### src/design/bstc_pkg.sv
// constants, types and decoders for the boundary-scan test port controller
// assumes a 100 MHz system clock that samples the slow four-wire test bus

package bstc_pkg;

	localparam int IR_W = 8;
	localparam int BND_W = 44;
	localparam int BOP_W = 3;
	localparam int ID_W = 32;
	localparam int BND_FLOAT_HI = 43;
	localparam int BND_FLOAT_LO = 40;
	localparam int TLR_MAX_TCK = 5;

	localparam logic [IR_W-1:0] IR_RESET = 8'h81;
	localparam logic [IR_W-1:0] IR_CAPTURE = 8'h81;
	localparam logic [BOP_W-1:0] BOP_RESET = 3'h2;

	// opcodes, even parity in bit 7
	localparam logic [IR_W-1:0] OP_EXTEST = 8'h00;
	localparam logic [IR_W-1:0] OP_IDCODE = 8'h81;
	localparam logic [IR_W-1:0] OP_SAMPLE = 8'h82;
	localparam logic [IR_W-1:0] OP_RUNT = 8'h09;
	localparam logic [IR_W-1:0] OP_SCANBOP = 8'h8e;
	localparam logic [IR_W-1:0] OP_BYPASS = 8'hff;

	// wishbone word offsets (byte addresses)
	localparam logic [7:0] ADR_CTRL = 8'h00;
	localparam logic [7:0] ADR_STATUS = 8'h04;
	localparam logic [7:0] ADR_INSTR = 8'h08;
	localparam logic [7:0] ADR_BOP = 8'h0c;
	localparam int CTRL_FORCE_TLR = 0;
	localparam int STAT_DRIVE = 4;
	localparam int STAT_TEST = 5;
	localparam int STAT_RUN = 6;

	typedef enum logic [3:0] {
		ST_EX2_DR = 4'b0000,
		ST_EX1_DR = 4'b0001,
		ST_SH_DR = 4'b0010,
		ST_PAU_DR = 4'b0011,
		ST_SEL_IR = 4'b0100,
		ST_UPD_DR = 4'b0101,
		ST_CAP_DR = 4'b0110,
		ST_SEL_DR = 4'b0111,
		ST_EX2_IR = 4'b1000,
		ST_EX1_IR = 4'b1001,
		ST_SH_IR = 4'b1010,
		ST_PAU_IR = 4'b1011,
		ST_RTI = 4'b1100,
		ST_UPD_IR = 4'b1101,
		ST_CAP_IR = 4'b1110,
		ST_TLR = 4'b1111
	} bstc_state_t;

	typedef enum logic [1:0] {
		DR_BYPASS = 2'b00,
		DR_BOUND = 2'b01,
		DR_BOP = 2'b10,
		DR_IDENT = 2'b11
	} bstc_dr_t;

	typedef struct packed {
		logic tck;
		logic tms;
		logic tdi;
	} bstc_pins_t;

	function automatic bstc_dr_t bstc_dr_sel(input logic [IR_W-1:0] op);
		case (op)
			OP_EXTEST, OP_SAMPLE, OP_RUNT: bstc_dr_sel = DR_BOUND;
			OP_IDCODE: bstc_dr_sel = DR_IDENT;
			OP_SCANBOP: bstc_dr_sel = DR_BOP;
			default: bstc_dr_sel = DR_BYPASS;
		endcase
	endfunction

	function automatic logic bstc_is_test(input logic [IR_W-1:0] op);
		bstc_is_test = (op == OP_EXTEST) || (op == OP_RUNT);
	endfunction

endpackage

### src/design/bstc_tap.sv
// boundary-scan test port controller with its test registers and a wishbone slave
// assumes tck/tms/tdi are asynchronous pins, much slower than clk_i
`timescale 1ns/10ps

module bstc_tap
	import bstc_pkg::*;
#(
	// arbitrary neutral identification value
	parameter logic [ID_W-1:0] ID_VALUE = 32'h0000_0001
)(
	input wire logic clk_i,
	input wire logic rst_i,
	input wire logic tck_i,
	input wire logic tms_i,
	input wire logic tdi_i,
	output logic tdo_o,
	output logic tdo_oe_n_o,
	input wire logic [BND_W-1:0] bnd_capture_i,
	output logic [BND_W-1:0] bnd_latch_o,
	output logic [BOP_W-1:0] bop_sel_o,
	output logic test_mode_o,
	output logic run_active_o,
	output logic [3:0] tap_state_o,
	input wire logic [7:0] wb_adr_i,
	input wire logic [31:0] wb_dat_i,
	input wire logic [3:0] wb_sel_i,
	input wire logic wb_we_i,
	input wire logic wb_cyc_i,
	input wire logic wb_stb_i,
	output logic [31:0] wb_dat_o,
	output logic wb_ack_o
);

	bstc_pins_t pins_m_r;
	bstc_pins_t pins_s_r;
	logic tck_d_r;
	logic tck_rise;
	logic tck_fall;
	bstc_state_t state_r;
	bstc_state_t state_nxt;
	logic [IR_W-1:0] ir_shift_r;
	logic [IR_W-1:0] instr_r;
	logic [BND_W-1:0] bnd_shift_r;
	logic [BOP_W-1:0] bop_shift_r;
	logic bypass_r;
	logic [ID_W-1:0] id_shift_r;
	bstc_dr_t dr_sel;
	logic dr_lsb;
	logic force_tlr_r;
	logic wb_req;
	logic [2:0] tms_hi_cnt_r;

	////////////////////////////////////////////////////////////////////////
	// pin synchronisers and test clock edges

	// two flops before anything reads the pins; left without reset so the
	// edge detector tracks the pin and sees no false edge after a reset
	always_ff @(posedge clk_i)
	begin
		pins_m_r <= '{tck: tck_i, tms: tms_i, tdi: tdi_i};
		pins_s_r <= pins_m_r;
		tck_d_r <= pins_s_r.tck;
	end

	// rising edge samples, falling edge drives
	assign tck_rise = pins_s_r.tck & ~tck_d_r;
	assign tck_fall = ~pins_s_r.tck & tck_d_r;

	////////////////////////////////////////////////////////////////////////
	// controller state machine

	always_comb
	begin
		state_nxt = state_r;
		case (state_r)
			ST_TLR: state_nxt = pins_s_r.tms ? ST_TLR : ST_RTI;
			ST_RTI: state_nxt = pins_s_r.tms ? ST_SEL_DR : ST_RTI;
			ST_SEL_DR: state_nxt = pins_s_r.tms ? ST_SEL_IR : ST_CAP_DR;
			ST_CAP_DR: state_nxt = pins_s_r.tms ? ST_EX1_DR : ST_SH_DR;
			ST_SH_DR: state_nxt = pins_s_r.tms ? ST_EX1_DR : ST_SH_DR;
			ST_EX1_DR: state_nxt = pins_s_r.tms ? ST_UPD_DR : ST_PAU_DR;
			ST_PAU_DR: state_nxt = pins_s_r.tms ? ST_EX2_DR : ST_PAU_DR;
			ST_EX2_DR: state_nxt = pins_s_r.tms ? ST_UPD_DR : ST_SH_DR;
			ST_UPD_DR: state_nxt = pins_s_r.tms ? ST_SEL_DR : ST_RTI;
			ST_SEL_IR: state_nxt = pins_s_r.tms ? ST_TLR : ST_CAP_IR;
			ST_CAP_IR: state_nxt = pins_s_r.tms ? ST_EX1_IR : ST_SH_IR;
			ST_SH_IR: state_nxt = pins_s_r.tms ? ST_EX1_IR : ST_SH_IR;
			ST_EX1_IR: state_nxt = pins_s_r.tms ? ST_UPD_IR : ST_PAU_IR;
			ST_PAU_IR: state_nxt = pins_s_r.tms ? ST_EX2_IR : ST_PAU_IR;
			ST_EX2_IR: state_nxt = pins_s_r.tms ? ST_UPD_IR : ST_SH_IR;
			ST_UPD_IR: state_nxt = pins_s_r.tms ? ST_SEL_DR : ST_RTI;
			default: state_nxt = ST_TLR;
		endcase
	end

	// step on rising test clock; power-up in reset state
	always_ff @(posedge clk_i)
	begin
		if (rst_i || force_tlr_r)
			state_r <= ST_TLR;
		else if (tck_rise)
			state_r <= state_nxt;
	end

	////////////////////////////////////////////////////////////////////////
	// instruction register

	// fixed capture pattern; shift one bit per rise
	always_ff @(posedge clk_i)
	begin
		if (rst_i)
			ir_shift_r <= IR_RESET;
		else if (tck_rise && state_r == ST_CAP_IR)
			ir_shift_r <= IR_CAPTURE;
		else if (tck_rise && state_r == ST_SH_IR)
			ir_shift_r <= {pins_s_r.tdi, ir_shift_r[IR_W-1:1]};
	end

	// id opcode in reset; update on falling edge
	always_ff @(posedge clk_i)
	begin
		if (rst_i || state_r == ST_TLR)
			instr_r <= IR_RESET;
		else if (tck_fall && state_r == ST_UPD_IR)
			instr_r <= ir_shift_r;
	end

	////////////////////////////////////////////////////////////////////////
	// data registers, shift stages

	// unknown opcodes fall to bypass; one register at a time
	assign dr_sel = bstc_dr_sel(instr_r);

	always_ff @(posedge clk_i)
	begin
		if (rst_i)
			bnd_shift_r <= '0;
		else if (tck_rise && dr_sel == DR_BOUND && state_r == ST_CAP_DR)
			bnd_shift_r <= bnd_capture_i;
		else if (tck_rise && dr_sel == DR_BOUND && state_r == ST_SH_DR)
			bnd_shift_r <= {pins_s_r.tdi, bnd_shift_r[BND_W-1:1]};
	end

	// no capture into the operation select stage
	always_ff @(posedge clk_i)
	begin
		if (rst_i)
			bop_shift_r <= BOP_RESET;
		else if (tck_rise && dr_sel == DR_BOP && state_r == ST_SH_DR)
			bop_shift_r <= {pins_s_r.tdi, bop_shift_r[BOP_W-1:1]};
	end

	always_ff @(posedge clk_i)
	begin
		if (rst_i)
			bypass_r <= 1'b0;
		else if (tck_rise && dr_sel == DR_BYPASS && state_r == ST_CAP_DR)
			bypass_r <= 1'b0;
		else if (tck_rise && dr_sel == DR_BYPASS && state_r == ST_SH_DR)
			bypass_r <= pins_s_r.tdi;
	end

	always_ff @(posedge clk_i)
	begin
		if (rst_i)
			id_shift_r <= ID_VALUE;
		else if (tck_rise && dr_sel == DR_IDENT && state_r == ST_CAP_DR)
			id_shift_r <= ID_VALUE;
		else if (tck_rise && dr_sel == DR_IDENT && state_r == ST_SH_DR)
			id_shift_r <= {pins_s_r.tdi, id_shift_r[ID_W-1:1]};
	end

	////////////////////////////////////////////////////////////////////////
	// update latches

	// boundary latches; drive cells cleared in reset state
	// one process, so the latch word has a single driver
	always_ff @(posedge clk_i)
	begin
		if (rst_i)
			bnd_latch_o <= '0;
		else if (state_r == ST_TLR)
			bnd_latch_o[BND_FLOAT_HI:BND_FLOAT_LO] <= '0;
		else if (tck_fall && state_r == ST_UPD_DR && dr_sel == DR_BOUND)
			bnd_latch_o <= bnd_shift_r;
	end

	// signature analysis after reset; update on fall
	always_ff @(posedge clk_i)
	begin
		if (rst_i || state_r == ST_TLR)
			bop_sel_o <= BOP_RESET;
		else if (tck_fall && state_r == ST_UPD_DR && dr_sel == DR_BOP)
			bop_sel_o <= bop_shift_r;
	end

	////////////////////////////////////////////////////////////////////////
	// serial output

	always_comb
	begin
		case (dr_sel)
			DR_BOUND: dr_lsb = bnd_shift_r[0];
			DR_BOP: dr_lsb = bop_shift_r[0];
			DR_IDENT: dr_lsb = id_shift_r[0];
			default: dr_lsb = bypass_r;
		endcase
	end

	// drive lsb in shift; float elsewhere, exit-1 included
	always_ff @(posedge clk_i)
	begin
		if (rst_i)
		begin
			tdo_o <= 1'b0;
			tdo_oe_n_o <= 1'b1;
		end
		else if (tck_fall)
		begin
			tdo_o <= (state_r == ST_SH_IR) ? ir_shift_r[0] : dr_lsb;
			tdo_oe_n_o <= !(state_r == ST_SH_IR || state_r == ST_SH_DR);
		end
	end

	////////////////////////////////////////////////////////////////////////
	// mode outputs

	// boundary operation only while idling under the run opcode
	always_ff @(posedge clk_i)
	begin
		if (rst_i)
		begin
			test_mode_o <= 1'b0;
			run_active_o <= 1'b0;
			tap_state_o <= ST_TLR;
		end
		else
		begin
			test_mode_o <= bstc_is_test(instr_r) && state_r != ST_TLR;
			run_active_o <= state_r == ST_RTI && instr_r == OP_RUNT;
			tap_state_o <= state_r;
		end
	end

	////////////////////////////////////////////////////////////////////////
	// wishbone slave, answers every address with one ack

	assign wb_req = wb_cyc_i && wb_stb_i && !wb_ack_o;

	always_ff @(posedge clk_i)
	begin
		if (rst_i)
			wb_ack_o <= 1'b0;
		else
			wb_ack_o <= wb_req;
	end

	always_ff @(posedge clk_i)
	begin
		if (rst_i)
			force_tlr_r <= 1'b0;
		else if (wb_req && wb_we_i && wb_sel_i[0] && wb_adr_i == ADR_CTRL)
			force_tlr_r <= wb_dat_i[CTRL_FORCE_TLR];
	end

	// unmapped offsets read zero
	always_ff @(posedge clk_i)
	begin
		if (rst_i)
			wb_dat_o <= '0;
		else if (wb_req)
		begin
			wb_dat_o <= '0;
			case (wb_adr_i)
				ADR_CTRL: wb_dat_o[CTRL_FORCE_TLR] <= force_tlr_r;
				ADR_STATUS:
				begin
					wb_dat_o[3:0] <= state_r;
					wb_dat_o[STAT_DRIVE] <= !tdo_oe_n_o;
					wb_dat_o[STAT_TEST] <= test_mode_o;
					wb_dat_o[STAT_RUN] <= run_active_o;
				end
				ADR_INSTR: wb_dat_o[IR_W-1:0] <= instr_r;
				ADR_BOP: wb_dat_o[BOP_W-1:0] <= bop_sel_o;
				default: wb_dat_o <= '0;
			endcase
		end
	end

	////////////////////////////////////////////////////////////////////////
	// checks

	always_ff @(posedge clk_i)
	begin
		if (rst_i || force_tlr_r)
			tms_hi_cnt_r <= '0;
		else if (tck_rise)
			tms_hi_cnt_r <= pins_s_r.tms ? ((tms_hi_cnt_r == 3'h7) ? 3'h7 : tms_hi_cnt_r + 3'h1)
				: 3'h0;
	end

	a_tms_high_reset: assert property (@(posedge clk_i) disable iff (rst_i)
		tms_hi_cnt_r >= 3'(TLR_MAX_TCK) |-> state_r == ST_TLR)
		else $error("five high tms did not reach reset state");

	a_tdo_fall_only: assert property (@(posedge clk_i) disable iff (rst_i)
		($changed(tdo_o) || $changed(tdo_oe_n_o)) |-> $past(tck_fall))
		else $error("serial output moved away from a falling edge");

	a_ir_reset_value: assert property (@(posedge clk_i) disable iff (rst_i)
		state_r == ST_TLR |=> instr_r == IR_RESET)
		else $error("instruction not reset to id opcode");

	a_bop_reset_value: assert property (@(posedge clk_i) disable iff (rst_i)
		state_r == ST_TLR |=> bop_sel_o == BOP_RESET && bnd_latch_o[43:40] == 4'h0)
		else $error("reset values missing in reset state");

	a_select_leaves: assert property (@(posedge clk_i) disable iff (rst_i || force_tlr_r)
		tck_rise && (state_r == ST_SEL_DR || state_r == ST_SEL_IR)
		|=> state_r != $past(state_r))
		else $error("select state held past one test clock");

	a_ir_capture: assert property (@(posedge clk_i) disable iff (rst_i)
		tck_rise && state_r == ST_CAP_IR |=> ir_shift_r == IR_CAPTURE)
		else $error("instruction capture pattern wrong");

	a_ir_shift_step: assert property (@(posedge clk_i) disable iff (rst_i)
		tck_rise && state_r == ST_SH_IR
		|=> ir_shift_r == {$past(pins_s_r.tdi), $past(ir_shift_r[IR_W-1:1])})
		else $error("instruction shift step wrong");

	a_bypass_zero: assert property (@(posedge clk_i) disable iff (rst_i)
		tck_rise && state_r == ST_CAP_DR && dr_sel == DR_BYPASS |=> !bypass_r)
		else $error("bypass did not capture zero");

	a_tdo_drive_shift: assert property (@(posedge clk_i) disable iff (rst_i)
		tck_fall && state_r == ST_SH_DR |=> !tdo_oe_n_o && tdo_o == $past(dr_lsb))
		else $error("serial output not driving lsb in shift");

	a_tdo_float_exit: assert property (@(posedge clk_i) disable iff (rst_i)
		tck_fall && (state_r == ST_EX1_DR || state_r == ST_EX1_IR) |=> tdo_oe_n_o)
		else $error("serial output still driven in exit state");

	a_pause_holds: assert property (@(posedge clk_i) disable iff (rst_i)
		state_r == ST_PAU_IR |=> $stable(ir_shift_r))
		else $error("instruction stage changed in pause");

	a_ir_update: assert property (@(posedge clk_i) disable iff (rst_i)
		tck_fall && state_r == ST_UPD_IR |=> instr_r == $past(ir_shift_r))
		else $error("instruction not updated on falling edge");

	a_run_only_idle: assert property (@(posedge clk_i) disable iff (rst_i)
		run_active_o |-> $past(state_r) == ST_RTI)
		else $error("operation running outside idle state");

	a_dr_pause_holds: assert property (@(posedge clk_i) disable iff (rst_i)
		state_r == ST_PAU_DR |=> $stable(bnd_shift_r) && $stable(bop_shift_r)
			&& $stable(bypass_r) && $stable(id_shift_r))
		else $error("data stage changed in pause");

	a_bop_no_capture: assert property (@(posedge clk_i) disable iff (rst_i)
		tck_rise && state_r == ST_CAP_DR && dr_sel == DR_BOP |=> $stable(bop_shift_r))
		else $error("operation select stage changed in capture");

	a_id_capture: assert property (@(posedge clk_i) disable iff (rst_i)
		tck_rise && state_r == ST_CAP_DR && dr_sel == DR_IDENT |=> id_shift_r == ID_VALUE)
		else $error("identification value not captured");

	a_test_off_reset: assert property (@(posedge clk_i) disable iff (rst_i)
		state_r == ST_TLR |=> !test_mode_o && !run_active_o)
		else $error("test mode active in reset state");

endmodule // bstc_tap

### config.mk
export PLATFORM = sky130hd
export DESIGN_NAME = bstc_tap
export DESIGN_NICKNAME = d
export VERILOG_FILES = /design/src/design/bstc_pkg.sv /design/src/design/bstc_tap.sv
export SDC_FILE = /design/constraint.sdc
export NUM_CORES = 1
export LEC_CHECK = 0
export ABC_AREA = 1
export BUFFER_PORTS_ARGS = -buffer_cell sky130_fd_sc_hd__buf_2
export CAP_MARGIN = 20
export CORE_ASPECT_RATIO = 1.1
export CORE_UTILIZATION = 41
export DETAILED_ROUTE_END_ITERATION = 12
export PLACE_DENSITY = 0.65
export SLEW_MARGIN = 10
export SYNTH_ARGS = -nofsm -noshare
export SYNTH_HDL_FRONTEND = slang
export SYNTH_SLANG_ARGS = --single-unit
### constraint.sdc
create_clock -name clk_i -period 2 [get_ports clk_i]
set_input_delay 0.1 -clock clk_i [delete_from_list [all_inputs] [get_ports clk_i]]
set_output_delay 0.1 -clock clk_i [all_outputs]
set_load 0.03 [all_outputs]
After elaboration in Yosys (flattened, before gate mapping) --
Cells that the tools add are included.
Operators by class: eq/ne operators 26, muxes and demuxes 22, bitwise gates (word level) 5, reduce and logical (&&, ||, !) cells 45
Operators with widths (number):
- $mux 44 | 2
- $pmux 4 s12 | 1
- $eq 4x4->1 const B | 8
- $eq 8x4->1 const B | 3
- $eq 8x8->1 const B | 3
- $logic_and 1x1->1 | 24
- $eq 4x3->1 const B | 4
- $logic_not 8->1 | 2
- $mux 2 | 6
- $mux 3 | 4
- $pmux 2 s3 | 2
- $reduce_or 2->1 | 6
- $eq 4x2->1 const B | 2
- $eq 8x3->1 const B | 1
- $pmux 4 s2 | 1
- $reduce_or 3->1 | 2
- $eq 2x2->1 const B | 2
- $eq 4x1->1 const B | 1
- $logic_not 4->1 | 1
- $logic_or 1x1->1 | 4
- $mux 4 | 1
- $ne 4x4->1 const B | 1
- $pmux 1 s4 | 1
- $logic_not 1->1 | 3
- 8 further kinds | 13
Word-level totals: register bits after elaboration 172, input bits 96, output and inout port bits 88, word-level logic and storage cells 123

Longest topological paths before layout --
depth after elaboration 8, mapped depth 12, depth with buffers taken out 11

Least setup slack after synthesis --
Ideal clock, no wire load.
path type reg2reg, start point register instr_r[7], end point register bnd_latch_o[10], library setup time 0.116 ns, arrival time 1.376 ns, required time 1.884 ns, path slack 0.508 ns, stages on the path, launching flop included 11, path buffers 1, period minus slack after synthesis 1.492 ns, cells stage by stage dfxtp_1 nand2_1 nor2_4 nand2_2 nand2_2 inv_2 nor2_4 inv_2 buf_2 nor2_1 nor2_1
On the way: longest elaborated chain between the ends 6, elaborated cells on any way between the ends 10, those cells by class eq/ne: 5; mux: 1; reduce/logical: 4
Ends and longest elaborated chain:
- from (decl) | RTL line bstc_tap.sv:42 | logic [IR_W-1:0] instr_r;
- from (signal assigned) | RTL line bstc_tap.sv:125 | instr_r <= ir_shift_r;
- $eq 8x4->1 (tied with other cells) | RTL line bstc_pkg.sv:69 | case (op)
- $reduce_or 3->1 | RTL line bstc_pkg.sv:69
- $pmux 2 s3 * | RTL line bstc_pkg.sv:69
- $eq 2x1->1 * | RTL line bstc_tap.sv:184 | else if (tck_fall && state_r == ST_UPD_DR && dr_sel == DR_BOUND)
- $logic_and 1x1->1 * | RTL line bstc_tap.sv:184
- $reduce_and 2->1 (no source line) *
- to (signal assigned) | RTL line bstc_tap.sv:185 | bnd_latch_o <= bnd_shift_r;
- to (decl) | RTL line bstc_tap.sv:19 | output logic [BND_W-1:0] bnd_latch_o,
Mark *: on every way between the ends. The rest lies on a longest branch, timed or not. A chain may end at the register's enable or synchronous reset.

Worst setup path in the final report --
start point register pins_s_r[2] (netlist bit), end point register bnd_shift_r[21]
On the way: longest elaborated chain between the ends 4, elaborated cells on any way between the ends 6, those cells by class mux: 1; bitwise: 1; reduce/logical: 4
Ends and longest elaborated chain:
- from (decl) | RTL line bstc_tap.sv:35 | bstc_pins_t pins_s_r;
- from (signal assigned) | RTL line bstc_tap.sv:61 | pins_s_r <= pins_m_r;
- $and 1x1->1 * | RTL line bstc_tap.sv:66 | assign tck_rise = pins_s_r.tck & ~tck_d_r;
- $logic_and 1x1->1 * | RTL line bstc_tap.sv:138, bstc_tap.sv:140
- $logic_and 1x1->1, on equally long branches | RTL line bstc_tap.sv:138, bstc_tap.sv:140
- $mux 44 / $reduce_bool 2->1 (equally long branches)
- to (signal assigned) | RTL line bstc_tap.sv:139 | bnd_shift_r <= bnd_capture_i;
- to (signal assigned) | RTL line bstc_tap.sv:141 | bnd_shift_r <= {pins_s_r.tdi, bnd_shift_r[BND_W-1:1]};
- to (decl) | RTL line bstc_tap.sv:43 | logic [BND_W-1:0] bnd_shift_r;
Marks and branches as above.

==> summary.txt <==
Power
  – Pwr Total: 7.08 mW
  – Peak supply drop: 577 uV
  – Leakage: 4.25 nW
  – Power Dens Cells: 788 mW/mm^2

Drt
  – Via-to-Cell Ratio: 4.62
  – Routed Antenna Nets: 0
  – Wire per inst: 11.8 um
  – Drt total wl: 16500 um
  – Via count: 6434
  – Drt first-iter violations: 388
  – DR pass1 iterations: 5
  – DRC: 0

Setup path
  – Worst r2r src: pins_s_r[2]
  – Crit path capture: bnd_shift_r[21]
  – Worst EP arrival: 2.14 ns
  – CP required: 2.35 ns
  – R2R setup slack: 0.21 ns
  – Startpoint Class: register
  – Worst reg2reg path depth: 8
  – Setup crit end kind: register
  – First element of the critical path: pins_s_r[2]
  – CP Max Fanout: 88
  – Critical path type: reg -> reg
  – FF-to-FF End: bnd_shift_r[21]

Clocking
  – Number of buffers created by CTS: 17
  – Sinks on Clock Net: 172
  – Clk buf depth: 2
  – Hold Buf Count CTS: 49
  – Insertion delay to the later sink of the worst-skew pair: 0.42 ns
  – CTS H-tree lvls: 4
  – CTS root buf: clkbuf_16
  – CTS tree: yes
  – Number of gates resized after CTS: 0
  – Post-CTS setup buffers: 0
  – Clock-pin slew on the worst setup and hold paths: 0.07 ns

Synth
  – Synth area leaders: dfxtp_1 48%, nand2_1 14%, o21ai_0 7.8%
  – Cells after synthesis: 984
  – Cell Area, Synth: 0.00712 sq mm
  – Synth Warn #: 0
  – Sequential fraction of the synthesis area: 48.3%
  – EDFF count, synth: 0
  – Seq cells post-synth: 172
  – Async SR Flop Fraction: 0%
  – Yosys cell types: 31
  – Yosys top cell area share: 48.3%
  – Leading area contributor after synthesis: dfxtp_1
  – Most frequent cell after synthesis: nand2_1
  – Commonest cells post-synth: 258 x nand2_1, 172 x dfxtp_1, 117 x nor2_1
  – Avg Cell Area, Syn: 7.24 sq um
  – Ys flop type: dfxtp_1

Min path
  – Worst hold path stage count: 2
  – Hold/Removal Path Class: in -> reg

STA
  – Final setup fails: 0
  – Fin worst setup slack: 0.210 ns
  – TNS Setup: 0 ns
  – Clock Skews: 0.00718 ns
  – Unrepaired setup endpoints after global routing: no
  – Fin. Hold Viols: 0
  – Tmin final: 1.79 ns
  – Max transition margin: 62.0%
  – Tcrit/Tclk final: 89.5%
  – Hold_ws: 0.0356 ns
  – Achievable Freq: 0.559 GHz
  – Worst-margin pin slew: 0.567 ns
  – Final slew viol count: 0

Global route
  – Initial antenna violation count: 0
  – Number of global-route vias before repair: 5986
  – Met1 Use GR: 23.9%
  – Total gr overflow: 0
  – GR peak layer: met2
  – Largest net degree at the start of global routing: 89
  – First-pass GRT wire length: 27600 um
  – Total Routing Usage GR: 18.9%
  – Met2 Usage GRT: 31.6%
  – Met3 global-route usage: 5.42%

Layout
  – FF/Latch Area: 0.00344 sq mm
  – Antenna Cells: 0
  – Fillers: 1652
  – Final net count: 1242
  – Fin util: 52.8%
  – Multi-input combinational cell area: 0.00299 sq mm
  – Layout cell share with drive strength beyond 1: 17.4%
  – Synth-to-Final Area Change: 26.1%

Job
  – Total of max-cap violations: 0

Placed design
  – RD Place Congestion: 0.835
  – Dpl ws: 0.232 ns
  – Post-DP HPWL: 10400 um
  – Port bufs: 125

Floorplanning
  – Core area: 0.0170 sq mm
  – Number of I/O pins: 184
  – Die W: 128 um
  – Die height: 140 um
  – Initial Utilization: 41.9%
  – Cell row count: 50
  – Die area: 0.0179 sq mm

Status
  – Status: finished clean
[critical path: stages (launching register included)]
cell	delay (ns)
dfxtp_1	0.38
nand2_2	0.12
clkinv_2	0.14
nand2_2	0.09
nor2_4	0.14
a21boi_4	0.22
buf_12	0.32
o21ai_0	0.14
a21oi_1	0.16
[state kept, by name, indices dropped and copies added (netlist names), 4 cells and up]
register / cells
tap_state_o: 4
bnd_latch_o: 44
id_shift_r: 32
wb_dat_o: 8
instr_r: 8
state_r: 4
bnd_shift_r: 44
ir_shift_r: 8
[final cells by class]
cell class | instances | share of cell area [%]
Tap cell | 234 | 3.26
Inverter | 85 | 3.57
Clock inverter | 12 | 1.25
Timing Repair Buffer | 194 | 15.1
Clock buffer | 20 | 5.20
Multi-Input combinational cell | 676 | 33.3
Sequential cell | 172 | 38.3
[logic make-up (layout without fill, tap and decap cells)]
family | after synthesis | after routing | share of synthesized area, %
and+or+nand+nor | 420 | 420 | 23.7
DFF | 172 | 172 | 48.3
other | 1 | 24 | 0.0526
buffers and inverters | 159 | 311 | 10.9
AOI/OAI and AO/OA | 232 | 232 | 17.1
[worst min path at each step]
stage / start / end / slack (ns)
6_report: rst_i / bop_shift_r[0] / 0.04
2_1_floorplan: tdi_i / pins_m_r[0] / 0.13
3_5_place_dp: tdi_i / pins_m_r[0] / 0.21
3_3_place_gp: tdi_i / pins_m_r[0] / 0.21
5_1_grt: rst_i / wb_dat_o[7] / 0.03
4_1_cts: rst_i / wb_dat_o[2] / 0.02
[per-layer routing]
metal	share of wire, %	vias to the layer above
met5	0	-
li1	-	3422
met3	5.1	15
met4	1.1	0
met2	47	149
met1	47	2848
[stage by stage]
step | cell area [sq um] | instances
after global placement | 7910 | 1312
after floorplan | 7210 | 1007
after CTS | 8980 | 1393
after global routing | 8980 | 1393
final | 8980 | 1393
after detailed placement | 7910 | 1312
[report_power, final]
group / internal [mW] / switching [mW] / total (mW)
combinational: 0.166 / 0.248 / 0.414
sequential: 3.45 / 0.0193 / 3.47
clock: 1.82 / 1.37 / 3.20
total: 5.44 / 1.64 / 7.08
[cells in the final DEF, fill, tap and decap left out]
master / count
nor2_1: 117
nand3_1: 22
nor2_4: 3
clkbuf_8: 3
clkinvlp_4: 5
nand2_1: 258
inv_6: 3
nand2_2: 5
clkinv_1: 1
buf_4: 13
nor3_1: 5
and2_1: 1
o22ai_1: 2
dfxtp_1: 172
inv_1: 75
bufinv_16: 1
clkinv_4: 1
o21ai_1: 6
buf_2: 125
o211ai_1: 8
o21ai_0: 111
dlygate4sd3_1: 49
or2_2: 1
conb_1: 24
nand3b_1: 1
nand4_1: 4
clkbuf_16: 17
inv_2: 8
clkinv_2: 3
a21boi_4: 1
buf_12: 7
a21oi_2: 4
nand3_2: 1
nor4_1: 1
nand3_4: 1
a21oi_1: 99
o311ai_0: 1
Power figures use the tool's default switching activity.
